**src/verilog/lvdet_pkg.sv**
```systemverilog
// Constants for the global control block of a four-channel downconverter:
// level detector, test input bus, sync strobes, self-test signature, FIFO order.
// Assumes one device clock and a synchronous parallel host port.
//
// Contract
// - Bit 21 ones-complements the detector input.
// - Bit 20 free-runs; else stop at interval end.
// - Bits 19:18 pick leak gain 1, 2^-8/12/16.
// - Mode 01 peak, 10 integrate; leaky integrator offered.
// - Interval field is count minus two, 2..65537.
// - Start write clears accumulator, restarts interval.
// - Interval end sets status bit 1.
// - Host test value usable as any sample source.
// - Test enable from bit 11 or strobe, bit 12.
// - Enable-address write makes one sample strobe.
// - Sync-out write gives one-clock sync pulse.
// - Sync-in write pulses out and feeds back.
// - Expected signature low, computed signature high.
// - Slot code low three bits give data type.
// - Low-half types put bits 7:0 above zeros.
// - Gated updates on enable; interpolated zeroes input.
// - Start address read returns 32-bit result.

package lvdet_pkg;

   localparam int ADDR_W = 16;
   localparam int DATA_W = 32;
   localparam int NUM_CH = 4;

   localparam logic [15:0] ADDR_CONFIG     = 16'hF805;
   localparam logic [15:0] ADDR_START      = 16'hF806;
   localparam logic [15:0] ADDR_TEST_VALUE = 16'hF807;
   localparam logic [15:0] ADDR_TEST_EN    = 16'hF808;
   localparam logic [15:0] ADDR_SYNC_OUT   = 16'hF809;
   localparam logic [15:0] ADDR_SYNC_LOOP  = 16'hF80A;
   localparam logic [15:0] ADDR_SIGNATURE  = 16'hF80B;
   localparam logic [15:0] ADDR_ORDER_BASE = 16'hF820;
   localparam logic [15:0] ADDR_ORDER_LAST = 16'hF83F;

   localparam int CFG_W        = 22;
   localparam int CFG_CMPL_BIT = 21;
   localparam int CFG_FREE_BIT = 20;
   localparam int CFG_LEAK_LSB = 18;
   localparam int CFG_MODE_LSB = 16;
   localparam int STATUS_DONE_BIT = 1;
   localparam int CH_EN_BIT     = 11;
   localparam int CH_STROBE_BIT = 12;

   localparam logic [CFG_W-1:0] CFG_RESET  = 22'h000000;
   localparam logic [15:0]      TEST_RESET = 16'h0000;
   localparam logic [15:0]      SIG_RESET  = 16'h0000;
   localparam logic [4:0]       SLOT_RESET = 5'h00;

   localparam logic [1:0] MODE_LEAKY = 2'h0;
   localparam logic [1:0] MODE_PEAK  = 2'h1;
   localparam logic [1:0] MODE_INTEG = 2'h2;

   localparam logic [2:0] DT_I_HI   = 3'h0;
   localparam logic [2:0] DT_I_LO   = 3'h1;
   localparam logic [2:0] DT_Q_HI   = 3'h2;
   localparam logic [2:0] DT_Q_LO   = 3'h3;
   localparam logic [2:0] DT_MAG_HI = 3'h4;
   localparam logic [2:0] DT_MAG_LO = 3'h5;
   localparam logic [2:0] DT_PHASE  = 3'h6;
   localparam logic [2:0] DT_GAIN   = 3'h7;

endpackage : lvdet_pkg

```
**src/verilog/lvdet_level_det.sv**
```systemverilog
// Input level detector: formatting, leaky/peak/plain integration, interval count.
// Assumes start is a one-cycle pulse and sample inputs are on ref_clk.
`timescale 1ns/1ps
`default_nettype none
module lvdet_level_det
   import lvdet_pkg::*;
(
   input  wire logic        ref_clk,
   input  wire logic        rst_b,
   input  wire logic [15:0] sample,
   input  wire logic        sample_en,
   input  wire logic        gated_interp_sel,
   input  wire logic [CFG_W-1:0] cfg,
   input  wire logic        start,
   output logic [31:0]      level_result,
   output logic             level_done
);
   typedef struct packed {
      logic [31:0] acc;
      logic [16:0] cnt;
      logic        expired;
      logic        done;
   } lvdet_ld_state_t;

   lvdet_ld_state_t s_q, s_d;
   logic [15:0] x_fmt, x, mag;
   logic [31:0] target;
   logic signed [32:0] diff, step;
   logic        upd, active;
   logic [1:0]  mode, leak;

   always_comb begin
      s_d    = s_q;
      mode   = cfg[CFG_MODE_LSB +: 2];
      leak   = cfg[CFG_LEAK_LSB +: 2];
      x_fmt  = cfg[CFG_CMPL_BIT] ? ~sample : sample;
      upd    = gated_interp_sel ? 1'b1 : sample_en;
      x      = (gated_interp_sel && !sample_en) ? 16'h0000 : x_fmt;
      mag    = x[15] ? 16'(~x + 16'h0001) : x;
      target = {mag, 16'h0000};
      diff   = $signed({1'b0, target}) - $signed({1'b0, s_q.acc});
      case (leak)
         2'h0:    step = diff;
         2'h1:    step = diff >>> 8;
         2'h2:    step = diff >>> 12;
         default: step = diff >>> 16;
      endcase
      // Free run keeps accumulating after the interval; the host may drop it to freeze the value.
      active = cfg[CFG_FREE_BIT] || !s_q.expired;
      if (start) begin
         s_d.acc     = 32'h00000000;
         s_d.cnt     = 17'h00000;
         s_d.expired = 1'b0;
         s_d.done    = 1'b0;
      end else if (upd) begin
         if (active) begin
            case (mode)
               MODE_LEAKY: s_d.acc = 32'($signed({1'b0, s_q.acc}) + step);
               MODE_PEAK:  s_d.acc = (target > s_q.acc) ? target : s_q.acc;
               MODE_INTEG: s_d.acc = s_q.acc + {16'h0000, mag};
               default:    s_d.acc = s_q.acc;
            endcase
         end
         if (!s_q.expired) begin
            if (s_q.cnt == ({1'b0, cfg[15:0]} + 17'h00001)) begin
               s_d.expired = 1'b1;
               s_d.done    = 1'b1;
            end else begin
               s_d.cnt = s_q.cnt + 17'h00001;
            end
         end
      end
   end

   always_ff @(posedge ref_clk or negedge rst_b) begin
      if (!rst_b) begin
         s_q <= '0;
      end else begin
         s_q <= s_d;
      end
   end

   assign level_result = s_q.acc;
   assign level_done   = s_q.done;
endmodule : lvdet_level_det
`default_nettype wire

```
**src/verilog/lvdet_fifo_order.sv**
```systemverilog
// FIFO read-order table: 32 five-bit slot codes and the word they select.
// Assumes channel data words are stable on ref_clk.
`timescale 1ns/1ps
`default_nettype none
module lvdet_fifo_order
   import lvdet_pkg::*;
(
   input  wire logic        ref_clk,
   input  wire logic        rst_b,
   input  wire logic        wr_en,
   input  wire logic [4:0]  wr_idx,
   input  wire logic [4:0]  wr_code,
   input  wire logic [4:0]  rd_idx,
   input  wire logic [3:0][23:0] ch_i,
   input  wire logic [3:0][23:0] ch_q,
   input  wire logic [3:0][23:0] ch_mag,
   input  wire logic [3:0][15:0] ch_phase,
   input  wire logic [3:0][15:0] ch_gain,
   input  wire logic [4:0]  fifo_slot,
   output logic [4:0]       rd_code,
   output logic [15:0]      fifo_word
);
   typedef struct packed {
      logic [31:0][4:0] slot;
      logic [15:0]      word;
   } lvdet_fo_state_t;

   lvdet_fo_state_t s_q, s_d;
   logic [4:0] code;
   logic [1:0] ch;

   always_comb begin
      s_d  = s_q;
      if (wr_en) begin
         s_d.slot[wr_idx] = wr_code;
      end
      code = s_q.slot[fifo_slot];
      ch   = code[4:3];
      case (code[2:0])
         DT_I_HI:   s_d.word = ch_i[ch][23:8];
         DT_I_LO:   s_d.word = {ch_i[ch][7:0], 8'h00};
         DT_Q_HI:   s_d.word = ch_q[ch][23:8];
         DT_Q_LO:   s_d.word = {ch_q[ch][7:0], 8'h00};
         DT_MAG_HI: s_d.word = ch_mag[ch][23:8];
         DT_MAG_LO: s_d.word = {ch_mag[ch][7:0], 8'h00};
         DT_PHASE:  s_d.word = ch_phase[ch];
         default:   s_d.word = ch_gain[ch];
      endcase
   end

   always_ff @(posedge ref_clk or negedge rst_b) begin
      if (!rst_b) begin
         s_q <= '0;
      end else begin
         s_q <= s_d;
      end
   end

   assign rd_code   = s_q.slot[rd_idx];
   assign fifo_word = s_q.word;
endmodule : lvdet_fifo_order
`default_nettype wire

```
**src/verilog/lvdet_top.sv**
```systemverilog
// Global control register bank: detector config and start, test input bus,
// sync strobes, self-test signature and FIFO read order.
// Assumes the host port is synchronous to ref_clk; the sync input is a pin.
`timescale 1ns/1ps
`default_nettype none
module lvdet_top
   import lvdet_pkg::*;
(
   input  wire logic                 ref_clk,
   input  wire logic                 rst_b,
   // Host parallel port, indirect location already resolved.
   input  wire logic                 host_wr_en,
   input  wire logic                 host_rd_en,
   input  wire logic [ADDR_W-1:0]    host_addr,
   input  wire logic [DATA_W-1:0]    host_wdata,
   output logic [DATA_W-1:0]         host_rdata,
   output logic                      host_rvalid,
   // Level detector sample path.
   input  wire logic [15:0]          det_sample,
   input  wire logic                 det_sample_en,
   input  wire logic                 det_src_is_test,
   input  wire logic                 gated_interp_sel,
   output logic                      level_done,
   // Test input bus, per channel enable selection.
   input  wire logic [NUM_CH-1:0]    ch_en_bit,
   input  wire logic [NUM_CH-1:0]    ch_strobe_sel,
   output logic [15:0]               test_input_value,
   output logic [NUM_CH-1:0]         channel_sample_enable,
   // Sync.
   input  wire logic                 sync_input_pin,
   output logic                      sync_output_pin,
   output logic                      sync_event,
   // Self-test.
   input  wire logic [15:0]          bist_signature,
   input  wire logic                 bist_done,
   output logic                      bist_match,
   // FIFO read order.
   input  wire logic [3:0][23:0]     ch_i,
   input  wire logic [3:0][23:0]     ch_q,
   input  wire logic [3:0][23:0]     ch_mag,
   input  wire logic [3:0][15:0]     ch_phase,
   input  wire logic [3:0][15:0]     ch_gain,
   input  wire logic [4:0]           fifo_slot,
   output logic [15:0]               fifo_word
);

   typedef struct packed {
      logic [CFG_W-1:0]  cfg;
      logic [15:0]       test_val;
      logic [15:0]       sig_exp;
      logic [15:0]       sig_got;
      logic              start;
      logic              test_strobe;
      logic              sync_out;
      logic              sync_loop;
      logic              sync_m1;
      logic              sync_m2;
      logic [DATA_W-1:0] rdata;
      logic              rvalid;
   } lvdet_top_state_t;

   lvdet_top_state_t s_q, s_d;

   logic        wr_cfg;
   logic        wr_start;
   logic        wr_test;
   logic        wr_test_en;
   logic        wr_sync;
   logic        wr_loop;
   logic        wr_sig;
   logic        wr_order;
   logic        rd_order;
   logic [4:0]  order_idx;
   logic [4:0]  order_code;
   logic [31:0] level_result;
   logic [15:0] det_in;
   logic [DATA_W-1:0] rd_mux;

   // Address decode; each location owns one exact address.
   always_comb begin
      wr_cfg     = 1'b0;
      wr_start   = 1'b0;
      wr_test    = 1'b0;
      wr_test_en = 1'b0;
      wr_sync    = 1'b0;
      wr_loop    = 1'b0;
      wr_sig     = 1'b0;
      wr_order   = 1'b0;
      rd_order   = 1'b0;
      if (host_addr == ADDR_CONFIG) begin
         wr_cfg = host_wr_en;
      end else if (host_addr == ADDR_START) begin
         wr_start = host_wr_en;
      end else if (host_addr == ADDR_TEST_VALUE) begin
         wr_test = host_wr_en;
      end else if (host_addr == ADDR_TEST_EN) begin
         wr_test_en = host_wr_en;
      end else if (host_addr == ADDR_SYNC_OUT) begin
         wr_sync = host_wr_en;
      end else if (host_addr == ADDR_SYNC_LOOP) begin
         wr_loop = host_wr_en;
      end else if (host_addr == ADDR_SIGNATURE) begin
         wr_sig = host_wr_en;
      end else if (host_addr >= ADDR_ORDER_BASE && host_addr <= ADDR_ORDER_LAST) begin
         wr_order = host_wr_en;
         rd_order = 1'b1;
      end
   end

   assign order_idx = host_addr[4:0];

   // Read data; unmapped and write-only locations read as zero.
   always_comb begin
      rd_mux = '0;
      if (host_addr == ADDR_CONFIG) begin
         rd_mux = {10'h000, s_q.cfg};
      end else if (host_addr == ADDR_START) begin
         rd_mux = level_result;
      end else if (host_addr == ADDR_TEST_VALUE) begin
         rd_mux = {16'h0000, s_q.test_val};
      end else if (host_addr == ADDR_SIGNATURE) begin
         rd_mux = {s_q.sig_got, s_q.sig_exp};
      end else if (rd_order) begin
         rd_mux = {27'h0000000, order_code};
      end
   end

   always_comb begin
      s_d = s_q;
      if (wr_cfg) begin
         // Bits 31:22 are not stored; the host is told to write zeros there.
         s_d.cfg = host_wdata[CFG_W-1:0];
      end
      if (wr_test) begin
         s_d.test_val = host_wdata[15:0];
      end
      if (wr_sig) begin
         s_d.sig_exp = host_wdata[15:0];
      end
      if (bist_done) begin
         s_d.sig_got = bist_signature;
      end
      // Strobes are registered so each write gives exactly one clock of pulse.
      s_d.start       = wr_start;
      s_d.test_strobe = wr_test_en;
      s_d.sync_out    = wr_sync || wr_loop;
      s_d.sync_loop   = wr_loop;
      s_d.sync_m1     = sync_input_pin;
      s_d.sync_m2     = s_q.sync_m1;
      s_d.rdata       = host_rd_en ? rd_mux : s_q.rdata;
      s_d.rvalid      = host_rd_en;
   end

   always_ff @(posedge ref_clk or negedge rst_b) begin
      if (!rst_b) begin
         s_q          <= '0;
         s_q.cfg      <= CFG_RESET;
         s_q.test_val <= TEST_RESET;
         s_q.sig_exp  <= SIG_RESET;
         s_q.sig_got  <= SIG_RESET;
      end else begin
         s_q <= s_d;
      end
   end

   // Per channel, the test bus enable is either the channel's static bit or the host strobe.
   genvar gi;
   generate
      for (gi = 0; gi < NUM_CH; gi++) begin : g_ch_en
         assign channel_sample_enable[gi] = ch_strobe_sel[gi] ? s_q.test_strobe
                                                              : ch_en_bit[gi];
      end
   endgenerate

   // The test value can stand in for the detector sample; a constant saves power.
   assign det_in = det_src_is_test ? s_q.test_val : det_sample;

   lvdet_level_det u_level_det (
      .ref_clk          (ref_clk),
      .rst_b            (rst_b),
      .sample           (det_in),
      .sample_en        (det_sample_en),
      .gated_interp_sel (gated_interp_sel),
      .cfg              (s_q.cfg),
      .start            (s_q.start),
      .level_result     (level_result),
      .level_done       (level_done)
   );

   lvdet_fifo_order u_fifo_order (
      .ref_clk   (ref_clk),
      .rst_b     (rst_b),
      .wr_en     (wr_order),
      .wr_idx    (order_idx),
      .wr_code   (host_wdata[4:0]),
      .rd_idx    (order_idx),
      .ch_i      (ch_i),
      .ch_q      (ch_q),
      .ch_mag    (ch_mag),
      .ch_phase  (ch_phase),
      .ch_gain   (ch_gain),
      .fifo_slot (fifo_slot),
      .rd_code   (order_code),
      .fifo_word (fifo_word)
   );

   assign test_input_value = s_q.test_val;
   assign sync_output_pin  = s_q.sync_out;
   // External pin after two stages, or the internal loopback of the same pulse.
   // Up to two board registers may delay the pin before it returns here.
   assign sync_event       = s_q.sync_m2 || s_q.sync_loop;
   assign bist_match       = (s_q.sig_got == s_q.sig_exp);
   assign host_rdata       = s_q.rdata;
   assign host_rvalid      = s_q.rvalid;

endmodule : lvdet_top
`default_nettype wire

```
**config.mk**
```make
export PLATFORM = sky130hd
export DESIGN_NAME = lvdet_top
export DESIGN_NICKNAME = d
export VERILOG_FILES = /design/src/verilog/lvdet_pkg.sv /design/src/verilog/lvdet_level_det.sv /design/src/verilog/lvdet_fifo_order.sv /design/src/verilog/lvdet_top.sv
export SDC_FILE = /design/constraint.sdc
export NUM_CORES = 1
export LEC_CHECK = 0
export BUFFER_PORTS_ARGS = -buffer_cell sky130_fd_sc_hd__buf_4
export CAP_MARGIN = 20
export CORE_ASPECT_RATIO = 0.8
export CORE_MARGIN = 2
export CORE_UTILIZATION = 30
export CTS_CLUSTER_DIAMETER = 80
export DETAILED_ROUTE_END_ITERATION = 10
export RECOVER_POWER = 100
export SETUP_SLACK_MARGIN = 0.05
export SLEW_MARGIN = 20
export SYNTH_ARGS = -nofsm -noshare
export SYNTH_HDL_FRONTEND = slang
export SYNTH_SLANG_ARGS = --single-unit
```
**constraint.sdc**
```tcl
create_clock -name ref_clk -period 7.6 [get_ports ref_clk]
set_clock_uncertainty 0.1 [all_clocks]
set_input_delay 1.52 -clock ref_clk [delete_from_list [all_inputs] [get_ports ref_clk]]
set_output_delay 1.52 -clock ref_clk [all_outputs]
set_load 0.02 [all_outputs]
```
Word-level counts from Yosys, hierarchy flattened
Cells that the tools add are included.
- flip-flop bits (word level): 336
- input port bits: 518
- output and inout bits: 73
- logic and storage cells: 189
- $add $sub $neg: 6
- magnitude comparators: 7
- equality and inequality tests: 22
- mux-type cells: 85
- bitwise gates (word level): 2
- reduce and logical (&&, ||, !) cells: 18
- operators by type and width (kind ; number):
    32-bit 2-to-1 mux ; 6
    32-bit one-hot mux with 3 select lines ; 2
    160-bit bitwise mux ; 1
    24-bit binary-select mux with 2-bit select ; 3
    16-bit == test, second input constant ; 7
    16-bit one-hot mux with 7 select lines ; 1
    51-bit 2-to-1 mux ; 2
    16-bit 2-to-1 mux ; 6
    24-bit 2-to-1 mux ; 3
    16-bit binary-select mux with 2-bit select ; 2
    5-bit binary-select mux with 5-bit select ; 2
    1-bit 2-to-1 mux ; 49
    32-bit by 32-bit subtractor with 33-bit output ; 1
    32-bit by 16-bit adder with 32-bit output ; 1
    32-bit adder ; 1
    32-bit greater-than comparator ; 1
    16-bit NOT ; 2
    5-bit demux with 5-bit select ; 1
    5-bit 2-to-1 mux ; 4
    19-bit 2-to-1 mux ; 1
    16-bit by 1-bit adder with 17-bit output, second input constant ; 1
    17-bit by 1-bit adder with 17-bit output, second input constant ; 1
    17-bit == test ; 1
    17-bit 2-to-1 mux ; 1
    24 further kinds ; 40

Longest topological paths before layout
- depth after elaboration: 15
- depth in mapped cells: 30
- gate-level depth less buffers: 27

Hierarchy
From an unflattened synthesis, not the netlist that was laid out.
- cell total of the unflattened synthesis: 2707
- area total of the unflattened synthesis: 27087.2 um^2
- modules (own cells, without submodules) (module ; times used ; cells each ; area an instance (um^2) ; seq. area each (um^2)):
    lvdet_fifo_order ; 1 ; 1080 ; 12904.9 ; 4404.2
    lvdet_level_det ; 1 ; 1129 ; 8463.1 ; 1276.2
    lvdet_top ; 1 ; 498 ; 5719.2 ; 2727.6

Worst setup path before layout
No wires, ideal clock.
- path kind: input-to-reg
- start: input det_src_is_test
- end: register u_level_det.s_q (netlist bit u_level_det.level_result[31])
- arrival: 7.363 ns
- data required time: 7.363 ns
- setup slack: 0.000 ns
- cell stages on the path: 24
- cells stage by stage: clkbuf_1 buf_2 mux2i_1 mux2i_1 inv_1 ha_1 or3b_2 nor4_1 a21oi_1 o21ba_2 o21bai_1 a21boi_0 xnor2_1 mux4_2 ha_1 clkbuf_1 and4_1 nand2_1 o311ai_0 nand2_1 o311ai_0 o221a_2 mux2i_1 a21oi_1
- cells in the longest elaborated chain, start to end: 14
- elaborated cells between the ends (all ways): 19
- classes of those cells: add/sub (4); order compare (1); eq/ne (1); mux (10); bitwise (2); reduce/logical (1)
- RTL lines (what ; line ; RTL):
    start, declared ; lvdet_top.sv:21 ; input wire logic det_src_is_test,
    16-bit 2-to-1 mux * ; lvdet_top.sv:176 ; assign det_in = det_src_is_test ? s_q.test_val : det_sample;
    16-bit NOT ; lvdet_level_det.sv:36 ; x_fmt = cfg[CFG_CMPL_BIT] ? ~sample : sample;
    16-bit 2-to-1 mux * ; lvdet_level_det.sv:36 ;
    16-bit 2-to-1 mux * ; lvdet_level_det.sv:38 ; x = (gated_interp_sel && !sample_en) ? 16'h0000 : x_fmt;
    16-bit NOT ; lvdet_level_det.sv:39 ; mag = x[15] ? 16'(~x + 16'h0001) : x;
    16-bit by 1-bit adder with 16-bit output ; lvdet_level_det.sv:39 ;
    16-bit 2-to-1 mux * ; lvdet_level_det.sv:39 ;
    32-bit by 32-bit subtractor with 33-bit output ; lvdet_level_det.sv:41 ; diff = $signed({1'b0, target}) - $signed({1'b0, s_q.acc});
    32-bit one-hot mux with 3 select lines ; lvdet_level_det.sv:42 ; case (leak)
    32-bit adder ; lvdet_level_det.sv:58 ; MODE_LEAKY: s_d.acc = 32'($signed({1'b0, s_q.acc}) + step);
    32-bit one-hot mux with 3 select lines ; lvdet_level_det.sv:57 ; case (mode)
    32-bit 2-to-1 mux ; lvdet_level_det.sv:56 ; if (active) begin
    51-bit 2-to-1 mux ; lvdet_level_det.sv:55 ; end else if (upd) begin
    51-bit 2-to-1 mux ; lvdet_level_det.sv:50 ; if (start) begin
    end signal, assigned ; lvdet_level_det.sv:77 ; s_q <= '0;
    end signal, assigned ; lvdet_level_det.sv:79 ; s_q <= s_d;
    end, declared ; lvdet_level_det.sv:25 ; lvdet_ld_state_t s_q, s_d;
Mark *: on every way between the ends. The rest lies on a longest branch, timed or not. The select of a mux whose other input is x is not followed.
A chain may end at the register's enable or synchronous reset.

Worst setup path after layout
Same ends and word-level chain as after synthesis.

==> results.txt <==
I/O pins -> 591
max_slew headroom -> -271%
Root Buffer Master -> clkbuf_16
CP Data Required Time -> 7920 ps
Worst IR Drop VDD -> 144 uV
Remaining Overflow, GRT -> 0
Syn. warnings -> 0
Post-DRT Antenna Nets -> 0
Rows -> 97
Avg WL per Cell -> 26.3 um
crit share post-route -> 94.7%
top_reg_cell synth -> dfrtp_1
switching fraction of total power -> 30.4%
Top Usage Layer GRT -> met2
critical path's slowest cell -> ha_1
status -> complete, but fails checks
first-pass GRT wire length -> 163000 um
startpoint types -> primary input
drc violations -> 0
post-synthesis instance total -> 2663
Final Worst Setup Slack -> 403 ps
post-synth top area cell -> dfrtp_1
met1 Usage GRT -> 34.8%
RSZ-0062 raised after global routing -> false
CTS tree -> yes
Min Clock Period, post-route -> 7200 ps
clock power share -> 40.5%
failing checks -> max-capacitance violations, max-slew violations
leak pwr -> 15.4 nW
Die Y-Extent -> 270 um
Clock Latency Late Sink -> 600 ps
Post-synth top cells -> dfrtp_1, mux2_2, a21oi_1
post-place setup slack -> -63.5 ps
count of hold buffers inserted by post-cts repair -> 0
GP Congestion -> 0.951
Final setup viols -> 0
wirelength, routed -> 116000 um
layout net count -> 3780
Fillers -> 8793
multiplexer share of the synthesized area -> 24.8%
syn_area_per_cell -> 9.94 um2
Placed Cells -> 4334
NetSw -> 1.54 mW
Avg Vias per Cell -> 5.48
combinational share of power -> 22.7%
final hold violation count -> 0
largest net degree at the start of global routing -> 127
worst min path class -> flip-flop to flip-flop
Die Area -> 90600 um2
port bufs -> 580
Initial DRT Pass Iterations -> 7
H-tree depth -> 2
max-slew violation count -> 253
initial antenna violation count -> 8
clock-pin transition on the worst setup and hold timing paths -> 70 ps
crit end category -> flip-flop
met3 Usage GRT -> 4.83%
count leader, synth -> dfrtp_1
FF+latch count, synth -> 336
Slew @ Worst Pin -> 5570 ps
mapped cell area -> 26500 um2
asr flop ratio synth -> 100%
Via Count -> 24183
total of max-cap violations -> 7
Setup CP Type -> primary input to flip-flop
Fmax -> 139 MHz
post-CTS setup buffer count -> 0
CTS sink count -> 336
part of the power in registers -> 36.8%
post-cts sizing count -> 0
power per cell area -> 153 nW/um2
TritonCTS Buffers -> 41
Area contributors post-synth -> dfrtp_1, mux2_2, mux4_2, mux2i_1, a21oi_1
initial core utilization -> 30.2%
P&R area growth vs syn -> 25.9%
post-synthesis adder-cell area fraction -> 3.51%
met2 global-route usage -> 38.5%
post-synthesis compound-gate area fraction -> 17.4%
DR iter-0 viols -> 2090
fin cells -> 4413
syn nets -> 3254
number of flops mapped to enable cells by yosys -> 0
top-area cell type share of the netlist area -> 31.8%
Synth Area in XOR/XNOR -> 4.76%
crit-path max FO -> 9
DP HPWL -> 91500 um
gr usage total -> 24.7%
Worst Path Arrival -> 7520 ps
largest family of logic cells by synthesized area -> multiplexers
die width -> 336 um
Longest Clk Path Bufs -> 3
core area -> 87500 um2
layout cells sized above 1 -> 33.6%
distinct cell type count after synthesis -> 78
number of global-route vias before repair -> 22824
cell-internal power -> 3.54 mW
most frequent CP cell -> nand2_1
Crit path largest cell delay -> 450 ps
Synth Area in Simple Gates -> 11.9%
Seq/Total Area, Yosys -> 31.8%
## through the flow
| step | TNS, ps | power, mW | cell area [um2] | util [%] | hold slack, ps |
|---|---|---|---|---|---|
| after global routing | 0 | 5.29 | 33300 | 38.1 | 267 |
| after CTS | 0 | 5.15 | 33700 | 38.5 | 254 |
| after detailed placement | -174 | 3.07 | 32300 | 36.9 | 242 |
| after global placement | -351 | 3.07 | 32300 | 36.9 | 234 |
| after floorplan | 0 | 2.48 | 26500 | - | 231 |
| final | 0 | 5.08 | 33300 | 38.1 | 253 |
## registers in the layout, indices dropped and copies added (netlist names)
| register | count |
|---|---|
| sync_output_pin | 1 |
| u_level_det.level_done | 1 |
| host_rvalid | 1 |
| host_rdata | 32 |
| u_fifo_order.s_q | 160 |
| u_fifo_order.fifo_word | 16 |
| u_level_det.level_result | 32 |
| test_input_value | 16 |
| u_level_det.s_q | 18 |
| s_q | 58 |
| s_d | 1 |
## path summary, 6_finish.rpt
kind                                  from  slack (ps)                      endpoint  cells past startpoint
max                        det_src_is_test         400  u_level_det.level_result[31]                     28
min                                s_d[33]         250                       s_q[33]                      0
max reg2reg                       s_q[108]         990  u_level_det.level_result[31]                     25
min reg2reg                        s_d[33]         250                       s_q[33]                      0
max in group asynchronous            rst_b        1370    u_fifo_order.fifo_word[14]                      1
min in group asynchronous            rst_b        2860          u_fifo_order.s_q[91]                      1
## power by group through the flow
| stage | logic [mW] | clock network [mW] | registers [mW] |
|---|---|---|---|
| after detailed placement | 1.17 | 0 | 1.90 |
| after floorplan | 0.604 | 0 | 1.87 |
| final | 1.15 | 2.06 | 1.87 |
| after global placement | 1.17 | 0 | 1.90 |
| after CTS | 1.18 | 2.11 | 1.87 |
| after global routing | 1.25 | 2.18 | 1.87 |
## worst max-delay path: cells and delay by family
kind	cells	cell delay, ps
AO/OA/AOI/OAI	11	2590
XOR/XNOR	3	520
adder cells (fa/ha/maj)	2	750
buffers and inverters	4	690
multiplexers	2	420
AND/OR/NAND/NOR	6	1030
## placed cells by master, fill, tap and decap left out, types with 15 or more instances in the layout
master     count
nand3_1       35
a22oi_1       96
mux4_2       101
buf_4        630
nor2_1       129
nor3_1        37
a211oi_1     119
clkbuf_16     41
a21oi_1      208
nand2b_1      17
nand4_1       35
a21o_1        19
dfrtp_1      336
xnor2_1      108
a31oi_1       27
nor2b_1      119
mux2_2       242
clkbuf_1      95
ha_1          71
mux2i_1      154
or3_1         15
and3_1        15
xor2_1        35
o21ai_0       71
and2_1        16
inv_1         41
nand2_1      152
## area by class of cell
class	instances	area, um2	area share, %
Clock buffer	57	1170	3.50
Tap cell	1188	1490	4.46
Inverter	42	158	0.473
Sequential cell	336	8410	25.2
Clock inverter	18	236	0.710
Multi-Input combinational cell	2028	16500	49.6
Antenna cell	4	10.0	0.0300
Timing Repair Buffer	740	5340	16.0
## logic make-up after synthesis
group                    Yosys count
AO/OA/AOI/OAI                    691
XOR/XNOR                         144
adder cells (fa/ha/maj)           73
buffers and inverters            299
flip-flops                       336
multiplexers                     497
AND/OR/NAND/NOR                  623
## layer usage
metal / part of all wire (%) / vias to the layer above
li1: - / 11062
met1: 44 / 11904
met2: 45 / 1092
met3: 8.3 / 123
met4: 2.5 / 2
met5: 0.011 / -
No activity file was read; power rests on OpenSTA's default activity.
